### src/rtl/jack_sense_pkg.sv
/*
  Constants and carrier types for the jack sense detail register bank.
  Assumes the codec register interface presents one-cycle read/write
  strobes with a 7-bit register index and 16-bit data on mclk_in.
*/
package jack_sense_pkg;

  // ==========================================================
  // Register map
  localparam logic [6:0] PAGE_SEL_OFS      = 7'h24;
  localparam logic [6:0] SENSE_FUNC_OFS    = 7'h68;
  localparam logic [6:0] SENSE_DETAILS_OFS = 7'h6a;
  localparam logic [3:0] PAGE_SENSE        = 4'h1;
  localparam logic [3:0] PAGE_SEL_RST      = 4'h0;

  // ==========================================================
  // Field positions
  localparam int LOC_LSB    = 13;
  localparam int TYPE_LSB   = 8;
  localparam int SCALE_LSB  = 6;
  localparam int RESULT_LSB = 0;
  localparam int VALID_BIT  = 4;
  localparam int FIP_BIT    = 0;

  // ==========================================================
  // Field codes and reset values
  localparam logic [2:0] LOC_REAR     = 3'h0;
  localparam logic [2:0] LOC_FRONT    = 3'h1;
  localparam logic [2:0] LOC_BOARD    = 3'h2;
  localparam logic [2:0] LOC_DOCK     = 3'h3;
  localparam logic [2:0] LOC_UNUSED   = 3'h7;
  localparam logic [2:0] LOC_RST      = 3'h7;
  localparam logic [4:0] TYPE_INVALID = 5'h00;
  localparam logic [4:0] TYPE_NONE    = 5'h01;
  localparam logic [4:0] TYPE_FPRINT  = 5'h02;
  localparam logic [4:0] TYPE_OTHER   = 5'h0a;
  localparam logic [4:0] TYPE_UNKNOWN = 5'h0f;
  localparam logic [1:0] SCALE_RST    = 2'h0;
  localparam logic [5:0] RESULT_RST   = 6'h00;
  localparam logic       FIP_VALUE    = 1'b1;

  // ==========================================================
  // Carriers
  typedef struct packed {
    logic       wr;
    logic       rd;
    logic [6:0] addr;
    logic [15:0] wdata;
  } reg_req_s;

  typedef struct packed {
    logic       is_output;
    logic [4:0] kind;
    logic [1:0] scale;
    logic [5:0] value;
  } sense_res_s;

endpackage

### src/rtl/jack_sense_detail_register.sv
/*
  Sense detail register (6Ah, page 01h) with the page select register
  and the valid/presence bits of the neighbouring sense function
  register. Only the location field is writable; type, scale and result
  are captured from the sensing unit and are read only. Unmapped indices
  and the paged registers on any other page read as zero.
  Assumes the sensing unit delivers a one-cycle done pulse on mclk_in
  with its classified result; the result input is the unit's own logic
  and needs no synchroniser. Read and write strobes arrive on the same
  clock, one cycle wide, and may follow one another back to back.
  No interrupt is raised; software polls the valid flag.
*/
// Overview of operation
// - Register 6Ah decodes to this block only while page select 24h is 01h.
// - Bits 15-13 hold a writable jack location, 0 rear to 3 dock, 7 unused.
// - Bits 12-8 report the sensed type, read only, per output or input table.
// - Output jacks report codes 0-6, 9, Ah, Fh; others are reserved.
// - Input jacks report codes 0-3, 5, 9, Ah, Fh; others are reserved.
// - Bits 7-6 give the decimal scale of the result, 1 to 1000 ohms.
// - Bits 5-0 report a read-only six-bit measured value or fingerprint.
// - A read-only presence bit in the sense function register reads 1.
// - Writing 1 clears the valid flag, 0 has no effect; sense done sets it, or clears it if the type is invalid.
`timescale 1ns/1ps
module jack_sense_detail_register
  import jack_sense_pkg::*;
(
  input  wire logic        mclk_in,
  input  wire logic        resetn_in,
  input  wire reg_req_s    req_in,
  input  wire logic        sense_done_in,
  input  wire sense_res_s  sense_res_in,
  output logic [15:0]      rdata_out,
  output logic             rvalid_out,
  output logic [2:0]       jack_location_out,
  output logic             sense_valid_flag_out
);

  // ==========================================================
  // State
  logic [3:0] page_r,       page_nxt;
  logic [2:0] location_r,   location_nxt;
  logic [4:0] kind_r,       kind_nxt;
  logic [1:0] scale_r,      scale_nxt;
  logic [5:0] value_r,      value_nxt;
  logic       valid_r,      valid_nxt;
  logic       sensed_r,     sensed_nxt;
  logic [15:0] rdata_r,     rdata_nxt;
  logic       rvalid_r,     rvalid_nxt;

  logic       on_sense_page;
  logic       hit_details;
  logic       hit_func;
  logic [4:0] kind_checked;

  assign on_sense_page = (page_r == PAGE_SENSE);
  assign hit_details   = on_sense_page &&
                         (req_in.addr == SENSE_DETAILS_OFS);
  assign hit_func      = on_sense_page &&
                         (req_in.addr == SENSE_FUNC_OFS);

  // ==========================================================
  // Reserved sensed codes collapse to unknown, so software never sees
  // a code that neither table defines
  always_comb begin
    kind_checked = TYPE_UNKNOWN;
    if (sense_res_in.is_output) begin
      case (sense_res_in.kind)
        5'h00, 5'h01, 5'h02, 5'h03, 5'h04, 5'h05, 5'h06,
        5'h09, 5'h0a, 5'h0f: kind_checked = sense_res_in.kind;
        default:             kind_checked = TYPE_UNKNOWN;
      endcase
    end else begin
      case (sense_res_in.kind)
        5'h00, 5'h01, 5'h02, 5'h03, 5'h05,
        5'h09, 5'h0a, 5'h0f: kind_checked = sense_res_in.kind;
        default:             kind_checked = TYPE_UNKNOWN;
      endcase
    end
  end

  // ==========================================================
  // Page select
  // Sits outside the paged window, so it is reachable on every page
  always_comb begin
    page_nxt = page_r;
    if (req_in.wr && req_in.addr == PAGE_SEL_OFS) begin
      page_nxt = req_in.wdata[3:0];
    end
  end

  always_ff @(posedge mclk_in) begin
    if (!resetn_in) begin
      page_r <= PAGE_SEL_RST;
    end else begin
      page_r <= page_nxt;
    end
  end

  // ==========================================================
  // Jack location, the only writable field of the details word
  // Reserved codes 4 to 6 are kept as written; software owns them
  always_comb begin
    location_nxt = location_r;
    if (req_in.wr && hit_details) begin
      location_nxt = req_in.wdata[LOC_LSB +: 3];
    end
  end

  always_ff @(posedge mclk_in) begin
    if (!resetn_in) begin
      location_r <= LOC_RST;
    end else begin
      location_r <= location_nxt;
    end
  end

  // ==========================================================
  // Sense result capture; software writes to these fields are dropped
  always_comb begin
    kind_nxt   = kind_r;
    scale_nxt  = scale_r;
    value_nxt  = value_r;
    sensed_nxt = sensed_r;
    if (sense_done_in) begin
      kind_nxt   = kind_checked;
      scale_nxt  = sense_res_in.scale;
      value_nxt  = sense_res_in.value;
      sensed_nxt = 1'b1;
    end
  end

  always_ff @(posedge mclk_in) begin
    if (!resetn_in) begin
      kind_r   <= TYPE_INVALID;
      scale_r  <= SCALE_RST;
      value_r  <= RESULT_RST;
      sensed_r <= 1'b0;
    end else begin
      kind_r   <= kind_nxt;
      scale_r  <= scale_nxt;
      value_r  <= value_nxt;
      sensed_r <= sensed_nxt;
    end
  end

  // ==========================================================
  // Valid flag: write one to clear, set by a completed sense
  // A sense that ends with invalid contents leaves the flag clear
  always_comb begin
    valid_nxt = valid_r;
    if (req_in.wr && hit_func && req_in.wdata[VALID_BIT]) begin
      valid_nxt = 1'b0;
    end
    // Set placed after clear so a completing sense wins the race
    if (sense_done_in) begin
      valid_nxt = (kind_checked != TYPE_INVALID);
    end
  end

  always_ff @(posedge mclk_in) begin
    if (!resetn_in) begin
      valid_r <= 1'b0;
    end else begin
      valid_r <= valid_nxt;
    end
  end

  // ==========================================================
  // Read words, assembled field by field from the stored state
  // Reserved bits read as zero in every word
  logic [15:0] page_word;
  logic [15:0] details_word;
  logic [15:0] func_word;

  always_comb begin
    page_word                     = 16'h0000;
    page_word[3:0]                = page_r;
    details_word                  = 16'h0000;
    details_word[LOC_LSB +: 3]    = location_r;
    details_word[TYPE_LSB +: 5]   = sensed_r ? kind_r
                                             : TYPE_INVALID;
    details_word[SCALE_LSB +: 2]  = scale_r;
    details_word[RESULT_LSB +: 6] = value_r;
    func_word                     = 16'h0000;
    func_word[VALID_BIT]          = valid_r;
    func_word[FIP_BIT]            = FIP_VALUE;
  end

  // ==========================================================
  // Read path: registered data, one cycle after the read strobe
  // Page select answers on every page; only 68h and 6Ah are gated
  always_comb begin
    rdata_nxt  = 16'h0000;
    rvalid_nxt = req_in.rd;
    if (req_in.rd) begin
      if (req_in.addr == PAGE_SEL_OFS) begin
        rdata_nxt = page_word;
      end else if (hit_details) begin
        rdata_nxt = details_word;
      end else if (hit_func) begin
        rdata_nxt = func_word;
      end
    end
  end

  always_ff @(posedge mclk_in) begin
    if (!resetn_in) begin
      rdata_r  <= 16'h0000;
      rvalid_r <= 1'b0;
    end else begin
      rdata_r  <= rdata_nxt;
      rvalid_r <= rvalid_nxt;
    end
  end

  // ==========================================================
  // Outputs
  assign rdata_out            = rdata_r;
  assign rvalid_out           = rvalid_r;
  assign jack_location_out    = location_r;
  assign sense_valid_flag_out = valid_r;

endmodule

### config.mk
export PLATFORM = sky130hd
export DESIGN_NAME = jack_sense_detail_register
export DESIGN_NICKNAME = d
export VERILOG_FILES = /design/src/rtl/jack_sense_pkg.sv /design/src/rtl/jack_sense_detail_register.sv
export SDC_FILE = /design/constraint.sdc
export NUM_CORES = 1
export LEC_CHECK = 0
export BUFFER_PORTS_ARGS = -buffer_cell sky130_fd_sc_hd__buf_2
export CORE_ASPECT_RATIO = 1.25
export CORE_MARGIN = 2
export CORE_UTILIZATION = 29
export CTS_BUF_LIST = sky130_fd_sc_hd__clkbuf_8 sky130_fd_sc_hd__clkbuf_16
export CTS_CLUSTER_DIAMETER = 80
export DETAILED_ROUTE_END_ITERATION = 12
export PLACE_DENSITY_LB_ADDON = 0.15
export SLEW_MARGIN = 20
export SYNTH_ARGS = -nofsm -noshare
export SYNTH_HDL_FRONTEND = slang
export SYNTH_SLANG_ARGS = --single-unit
### constraint.sdc
create_clock -name mclk_in -period 1.45 [get_ports mclk_in]
set_input_delay 0.0725 -clock mclk_in [delete_from_list [all_inputs] [get_ports mclk_in]]
set_output_delay 0.0725 -clock mclk_in [all_outputs]
set_load 0.02 [all_outputs]
* Yosys cells after proc, flatten, opt, wreduce, memory -nomap -nowiden *
Index checks and enable logic that the tools add are counted.

word-level totals
  register bits = 39

cells by class
  reduce and logical (&&, ||, !) cells = 13
  bitwise logic cells = 2
  muxes and demuxes = 9
  eq/ne operators = 13

operators by type and width
  kind                                                                    number
  5-bit two-way mux                                                       5
  16-bit two-way mux                                                      1
  5-bit by 3-bit equality test with 1-bit output (second input constant)  3
  5-bit by 4-bit equality test with 1-bit output (second input constant)  3
  7-bit equality test (second input constant)                             2
  5-bit by 2-bit equality test with 1-bit output (second input constant)  2
  10-bit OR reduction                                                     1
  8-bit OR reduction                                                      1
  7-bit by 6-bit equality test with 1-bit output (second input constant)  1
  1-bit logical AND                                                       6
  5-bit by 1-bit equality test with 1-bit output (second input constant)  1
  5-bit logical NOT                                                       1
  5-bit nonzero test                                                      1
  4-bit by 1-bit equality test with 1-bit output (second input constant)  1
  4-bit two-way mux                                                       1
  3-bit OR reduction                                                      1
  1-bit two-way mux                                                       2
  1-bit inverter                                                          2
  2-bit AND reduction                                                     1
  2-bit nonzero test                                                      1

* Logic depth before layout (Yosys ltp) *
Gate-level depths: netlist (run 1).

  depth in word-level cells = 6
  depth in mapped cells = 6
  depth with buffers taken out = 4

* Worst setup path before layout (run 1) *
No wires, ideal clock.

  kind = register -> register
  start = register page_r[2]
  end = register rdata_r[10], in the netlist rdata_out[10]
  library setup time = 0.115 ns
  stages on the path, launching flop included = 6
  required time = 1.335 ns
  slack = 0.212 ns
  arrival = 1.123 ns
  cells stage by stage = dfxtp_1 -> and4bb_2 -> and3_1 -> buf_6 -> and3_4 -> and2_1

between the ends
  cells in the longest elaborated chain, start to end = 3

ends and longest elaborated chain
  element                                         RTL line                           source
  start, declared                                 jack_sense_detail_register.sv:40   logic [3:0] page_r, page_nxt;
  start signal, assigned                          jack_sense_detail_register.sv:95   page_r <= page_nxt;
  4-bit by 1-bit equality test with 1-bit output  jack_sense_detail_register.sv:55   assign on_sense_page = (page_r == PAGE_SENSE);
  1-bit logical AND                               jack_sense_detail_register.sv:56   assign hit_details = on_sense_page &&
  16-bit two-way mux                              jack_sense_detail_register.sv:198  end else if (hit_details) begin
  end signal, assigned                            jack_sense_detail_register.sv:211  rdata_r <= rdata_nxt;
  end, declared                                   jack_sense_detail_register.sv:47   logic [15:0] rdata_r, rdata_nxt;

No other way between the ends.
A chain may end at the register's enable or synchronous reset.

* Final worst setup path (run 1) *
  start = register page_r[2]
  end = register rdata_r[5], in the netlist rdata_out[5]

Same word-level chain as after synthesis.

==> impl_metrics.ini, run 1 <==
[run_status]
status = finished clean

[logic_synthesis]
synth_top_family_by_area = simple AND/OR/NAND/NOR gates
ys_ff_latch = 39
synthArstFlopShare_pct = 0
synth_enable_flop_cells = 0
synth-xor-area-share_pct = 0.570
yosys.cell_types.count = 35
synthSimpleGateAreaFrac_pct = 25.2
synth_area_per_cell_sq_um = 9.86
synth_fa_ha_area_share_pct = 0
muxShareOfSynthArea_pct = 5.21
synth-compound-area-share_pct = 12.4
syn_inst = 156
netlist_area_sq_mm = 0.00154
yosys_warnings = 0
synth_nets = 198
synth_ff_type = dfxtp_1
yosysSeqAreaShare_pct = 50.8

[floorplanning]
start_util_pct = 30.3
die-area_sq_mm = 0.00590
die_w_um = 69.1
rows = 29
fp.coreArea_sq_mm = 0.00508
fp.dieH_um = 85.4
pin_count = 63

[drt]
ant_nets = 0
route.detailed.drc = 0
finalWirelength_mm = 3.25
dr_total_vias = 1270
wire_per_inst_um = 11.9
first_iter_violations = 60
drtPass1Iterations = 4
vias_per_cell = 4.65

[cts]
cts.sinks = 39
cts_buffer_depth = 2
holdBufCountCts = 0
cts_tree = built
clk_pin_slew_ns = 0.07
clock_latency_ns = 0.29
numCtsBuffers = 5
cts-root-buf = clkbuf_8
htree_levels = 2

[global_route]
grt_pass1_wl_mm = 5.59
grt_use_total_pct = 11.9
grt_pass1_vias = 1211
antenna_found_initial = 0
grt_remaining_overflow = 0
grt_start_max_net_pins = 23

[critical_path]
cp-start-kind = flop
critPathRequiredTime_ns = 1.63
worstPathMaxFanout = 9
r2r_slack_ns = 0.11
worst-endpoint-arrival_ns = 1.52
rr_endpoint = rdata_out[5]
rr_worst_depth = 4
crit_type = flop to flop
crit_path_end_kind = flop
timing.rr.start = page_r[2]

[hold_path]
hold_class = primary input to flop
hold_end = jack_location_out[1]
hp-start = req_in[14]
hold_depth = 3

[pwr]
switching_share_pct = 19.9
p_int_mw = 1.86
pwr-share-comb_pct = 7.3
p_per_area_mw_per_mm2 = 1170
leakage_nw = 0.916
peakVddDrop_mv = 0.361
p_switching_mw = 0.463
p_clk_share_pct = 44.9
seq_power_share_pct = 47.7

[sta]
finalCriticalPeriod_ns = 1.34
worstMarginPinSlew_ns = 0.287
rsz0062_at_grt = false
finalSetupTns_ns = 0
setup_viol = 0
hold_viol = 0
finalMaxSlewViolations = 0
max_freq_mhz = 748
finalCritPeriodShare_pct = 92.2
skew_ns = 0.00834
slew_headroom_pct = 80.9

[finish]
syn2layout_area_growth_pct = 28.7
nNetsFinal = 252
drive_above_1_share_pct = 34.6
instances_no_fill = 273
diodes = 0
final_common_cell = buf_2
layout_common_cells = buf_2 (54), dfxtp_1 (39), nand3_1 (13)

[place]
dp_hpwl_mm = 2.46
gp_congestion = 0.717
port_buffers = 54
placedCellCount = 265

[flow_run]
drv_cap = 0
[per-stage QoR]
step | util [%] | worst slack [ns] | total power [mW] | hold WS (ns) | area [sq um]
after detailed placement | 36.3 | 0.0887 | 1.31 | 0.312 | 1850
after global routing | 39.0 | 0.0431 | 2.44 | 0.0232 | 1980
after global placement | 36.3 | 0.119 | 1.31 | 0.310 | 1850
after CTS | 38.9 | 0.0641 | 2.37 | 0.0111 | 1980
after floorplan | - | 0.212 | 1.22 | 0.211 | 1540
final | 39.0 | 0.113 | 2.33 | 0.0191 | 1980
[layout make-up]
cell class	count	area, sq um
Multi-Input combinational cell	102	669
Inverter	3	11.3
Sequential cell	39	781
Timing Repair Buffer	59	308
Fill cell	548	3100
Tap cell	62	77.6
Clock buffer	5	68.8
Clock inverter	3	63.8
[kinds of logic (layout without fill, tap and decap cells)]
family                    after synthesis  in the layout
DFF                                    39             39
muxes                                   8              8
AOI/OAI and AO/OA                      29             29
and+or+nand+nor                        64             64
buffers and inverters                  15             70
xor gates and xnor gates                1              1
[repair_timing]
item	4_1_cts	5_1_grt
resized for setup	0	1
setup endpoints to repair	0	4
endpoints found under the hold margin	0	0
buffers inserted	0	0
[cells in the mapped netlist (all sizes together) (2+ instances only)]
cell / count / area, sq um
nand2b: 4 / 25.0
a21oi: 4 / 20.0
nand4: 2 / 12.5
a22oi: 3 / 22.5
o21ai: 7 / 35.0
clkbuf: 4 / 15.0
a21boi: 6 / 45.0
buf: 8 / 62.6
a31oi: 3 / 18.8
nor2b: 8 / 50.1
nor2: 7 / 26.3
nand2: 11 / 41.3
and4bb: 2 / 25.0
and3: 9 / 63.8
inv: 3 / 11.3
nand3: 13 / 65.1
dfxtp: 39 / 781
mux2i: 8 / 80.1
and2: 5 / 31.3
[per-layer routing]
metal	track usage (%)	vias up	share of wire, %
li1	-	648	-
met1	14.8	578	45
met2	19.1	39	48
met3	3.09	5	5.6
met4	5.88	0	1.4
met5	0	-	0
[worst max-delay path, cell delays in order (launching register included)]
cell	delay, ns
dfxtp_1	0.37
and4bb_2	0.26
and3_2	0.22
buf_4	0.18
and3_2	0.20
[how the worst max path moves through the flow]
stage,to,slack (ns),from
after CTS,rdata_out[5],0.06,page_r[2]
after global placement,rdata_out[5],0.12,page_r[2]
final,rdata_out[5],0.11,page_r[2]
after detailed placement,rdata_out[5],0.09,page_r[2]
after floorplan,rdata_out[10],0.21,page_r[2]
after global routing,jack_location_out[2],0.04,page_r[2]
[flip-flops by register name, summed over array words and instances (netlist names)]
| register | count |
|---|---|
| rdata_out | 16 |
| page_r | 4 |
| rvalid_out | 1 |
| kind_r | 5 |
| sensed_r | 1 |
| jack_location_out | 3 |
| scale_r | 2 |
| sense_valid_flag_out | 1 |
| value_r | 6 |
[power groups by stage]
| stage | sequential (mW) | combinational (mW) | clock [mW] |
|---|---|---|---|
| final | 1.11 | 0.171 | 1.04 |
| after global routing | 1.11 | 0.194 | 1.13 |
| after CTS | 1.11 | 0.174 | 1.09 |
| after detailed placement | 1.14 | 0.174 | 0 |
| after global placement | 1.13 | 0.173 | 0 |
| after floorplan | 1.14 | 0.0877 | 0 |
No activity file was read; power rests on OpenSTA's default activity.
==> run 2: changes to the inputs <==
GPL_TIMING_DRIVEN = 0   (was not set)
==> impl_metrics.ini, run 2 (synthesis results as in run 1) <==
[drt]
finalWirelength_mm = 3.37
route.detailed.drc = 0
top_layer = met4
wl_met3_um = 155
wl_met2_mm = 1.60
met1_length_mm = 1.55
vias_per_cell = 4.49
first_iter_violations = 45
dr_total_vias = 1247
wire_per_inst_um = 12.1
drtPass1Iterations = 3
ant_nets = 0

[sta]
worstMarginPinSlew_ns = 0.446
finalCriticalPeriod_ns = 1.35
skew_ns = 0.00256
slew_headroom_pct = 70.2
setup_viol = 0
hold_viol = 0
rsz0062_at_grt = false
finalCritPeriodShare_pct = 93.3
finalMaxSlewViolations = 0
setup_ws_ns = 0.0969
max_freq_mhz = 739
finalSetupTns_ns = 0

[floorplanning]
fp.coreArea_sq_mm = 0.00508
rows = 29
fp.dieH_um = 85.4
die_w_um = 69.1
start_util_pct = 30.3
die-area_sq_mm = 0.00590
pin_count = 63

[cts]
cts.repair.resized = 0
cts_setup_buffers = 0
numCtsBuffers = 5
cts_buffer_depth = 2
cts_tree = built
htree_levels = 2
clock_latency_ns = 0.28
cts.sinks = 39
holdBufCountCts = 0
clk_pin_slew_ns = 0.07
cts-root-buf = clkbuf_8

[critical_path]
slowest_delay_ns = 0.36
cp-start-kind = flop
worst-endpoint-arrival_ns = 1.53
critPathRequiredTime_ns = 1.63
crit_type = flop to flop
timing.rr.start = page_r[2]
rr_worst_depth = 6
worstPathCellList = and4bb_2 > and3_1 > buf_6 > buf_6 > a22oi_1 > nor2_1
worstPathMaxFanout = 10
slowest_stage = dfxtp_2
r2r_slack_ns = 0.1
crit_path_end_kind = flop
crit_top_cell = buf_6
rr_endpoint = rdata_out[2]

[place]
port_buffers = 52
gp_congestion = 0.683
dp_hpwl_mm = 2.59
place_ws_ns = 0.0708

[hold_path]
hold_class = primary input to flop
hold_depth = 3
hold_end = jack_location_out[2]
hp-start = req_in[15]

[global_route]
grt_start_max_net_pins = 12
antenna_found_initial = 0
grt_remaining_overflow = 0
grt_pass1_vias = 1238
grt_use_total_pct = 12.4
grt_pass1_wl_mm = 5.84

[run_status]
status = finished clean

[finish]
syn2layout_area_growth_pct = 27.3
diodes = 0
final_common_cell = buf_2
layout_common_cells = buf_2 (54), dfxtp_1 (38), nand3_1 (13)
drive_above_1_share_pct = 33.8
fillers = 578
largest_reg_flops = 16
nNetsFinal = 257

[pwr]
p_per_area_mw_per_mm2 = 1000
leakage_nw = 0.908
peakVddDrop_mv = 0.479

[flow_run]
drv_cap = 0
## run 2: metrics by stage
| step | instance area, sq um | total power, mW | util [%] | hold WS, ns | cells |
|---|---|---|---|---|---|
| 4_1_cts | 1960 | 2.00 | 38.5 | 0.0159 | 278 |
| 3_5_place_dp | 1880 | 1.31 | 36.9 | 0.316 | 270 |
| 2_1_floorplan | 1540 | 1.22 | - | 0.211 | 156 |
| 6_report | 1960 | 1.96 | 38.5 | 0.0176 | 278 |
| 3_3_place_gp | 1880 | 1.31 | 36.9 | 0.310 | 270 |
| 5_1_grt | 1960 | 2.08 | 38.5 | 0.0177 | 278 |
## run 2: report_power, final
| group | internal, mW | switching (mW) |
|---|---|---|
| clock network | 0.323 | 0.362 |
| registers | 1.10 | 0.0122 |
| logic | 0.0812 | 0.0877 |
| total | 1.50 | 0.462 |
## run 2: layout make-up
class / count / area (sq um) / share of cell area (%)
Clock inverter: 3 / 12.5 / 0.639
Buffer: 12 / 77.6 / 3.96
Inverter: 3 / 11.3 / 0.575
Clock buffer: 5 / 68.8 / 3.51
Tap cell: 62 / 77.6 / 3.96
Timing Repair Buffer: 52 / 260 / 13.3
Sequential cell: 39 / 782 / 39.9
Multi-Input combinational cell: 102 / 668 / 34.1
## run 2: worst max-delay path by stage
stage / to / slack [ns] / start
after global routing: rdata_out[3] / 0.0003 / page_r[2]
after floorplan: rdata_out[10] / 0.21 / page_r[2]
final: rdata_out[2] / 0.1 / page_r[2]
after CTS: rdata_out[2] / 0.06 / page_r[2]
after detailed placement: rdata_out[2] / 0.07 / page_r[2]
after global placement: rdata_out[3] / 0.07 / page_r[2]
## run 2: critical path, delay by kind of cell, from the launching register on
kind,cells,cell delay (ns)
AO/OA/AOI/OAI,1,0.16
flip-flops,1,0.36
AND/OR/NAND/NOR,3,0.47
buffers and inverters,2,0.27
## run 2: layer usage
metal / up-vias / global-route usage [%]
met3: 6 / 3.68
met1: 551 / 16.0
li1: 657 / -
met2: 33 / 19.7
met4: 0 / 4.81
met5: - / 0
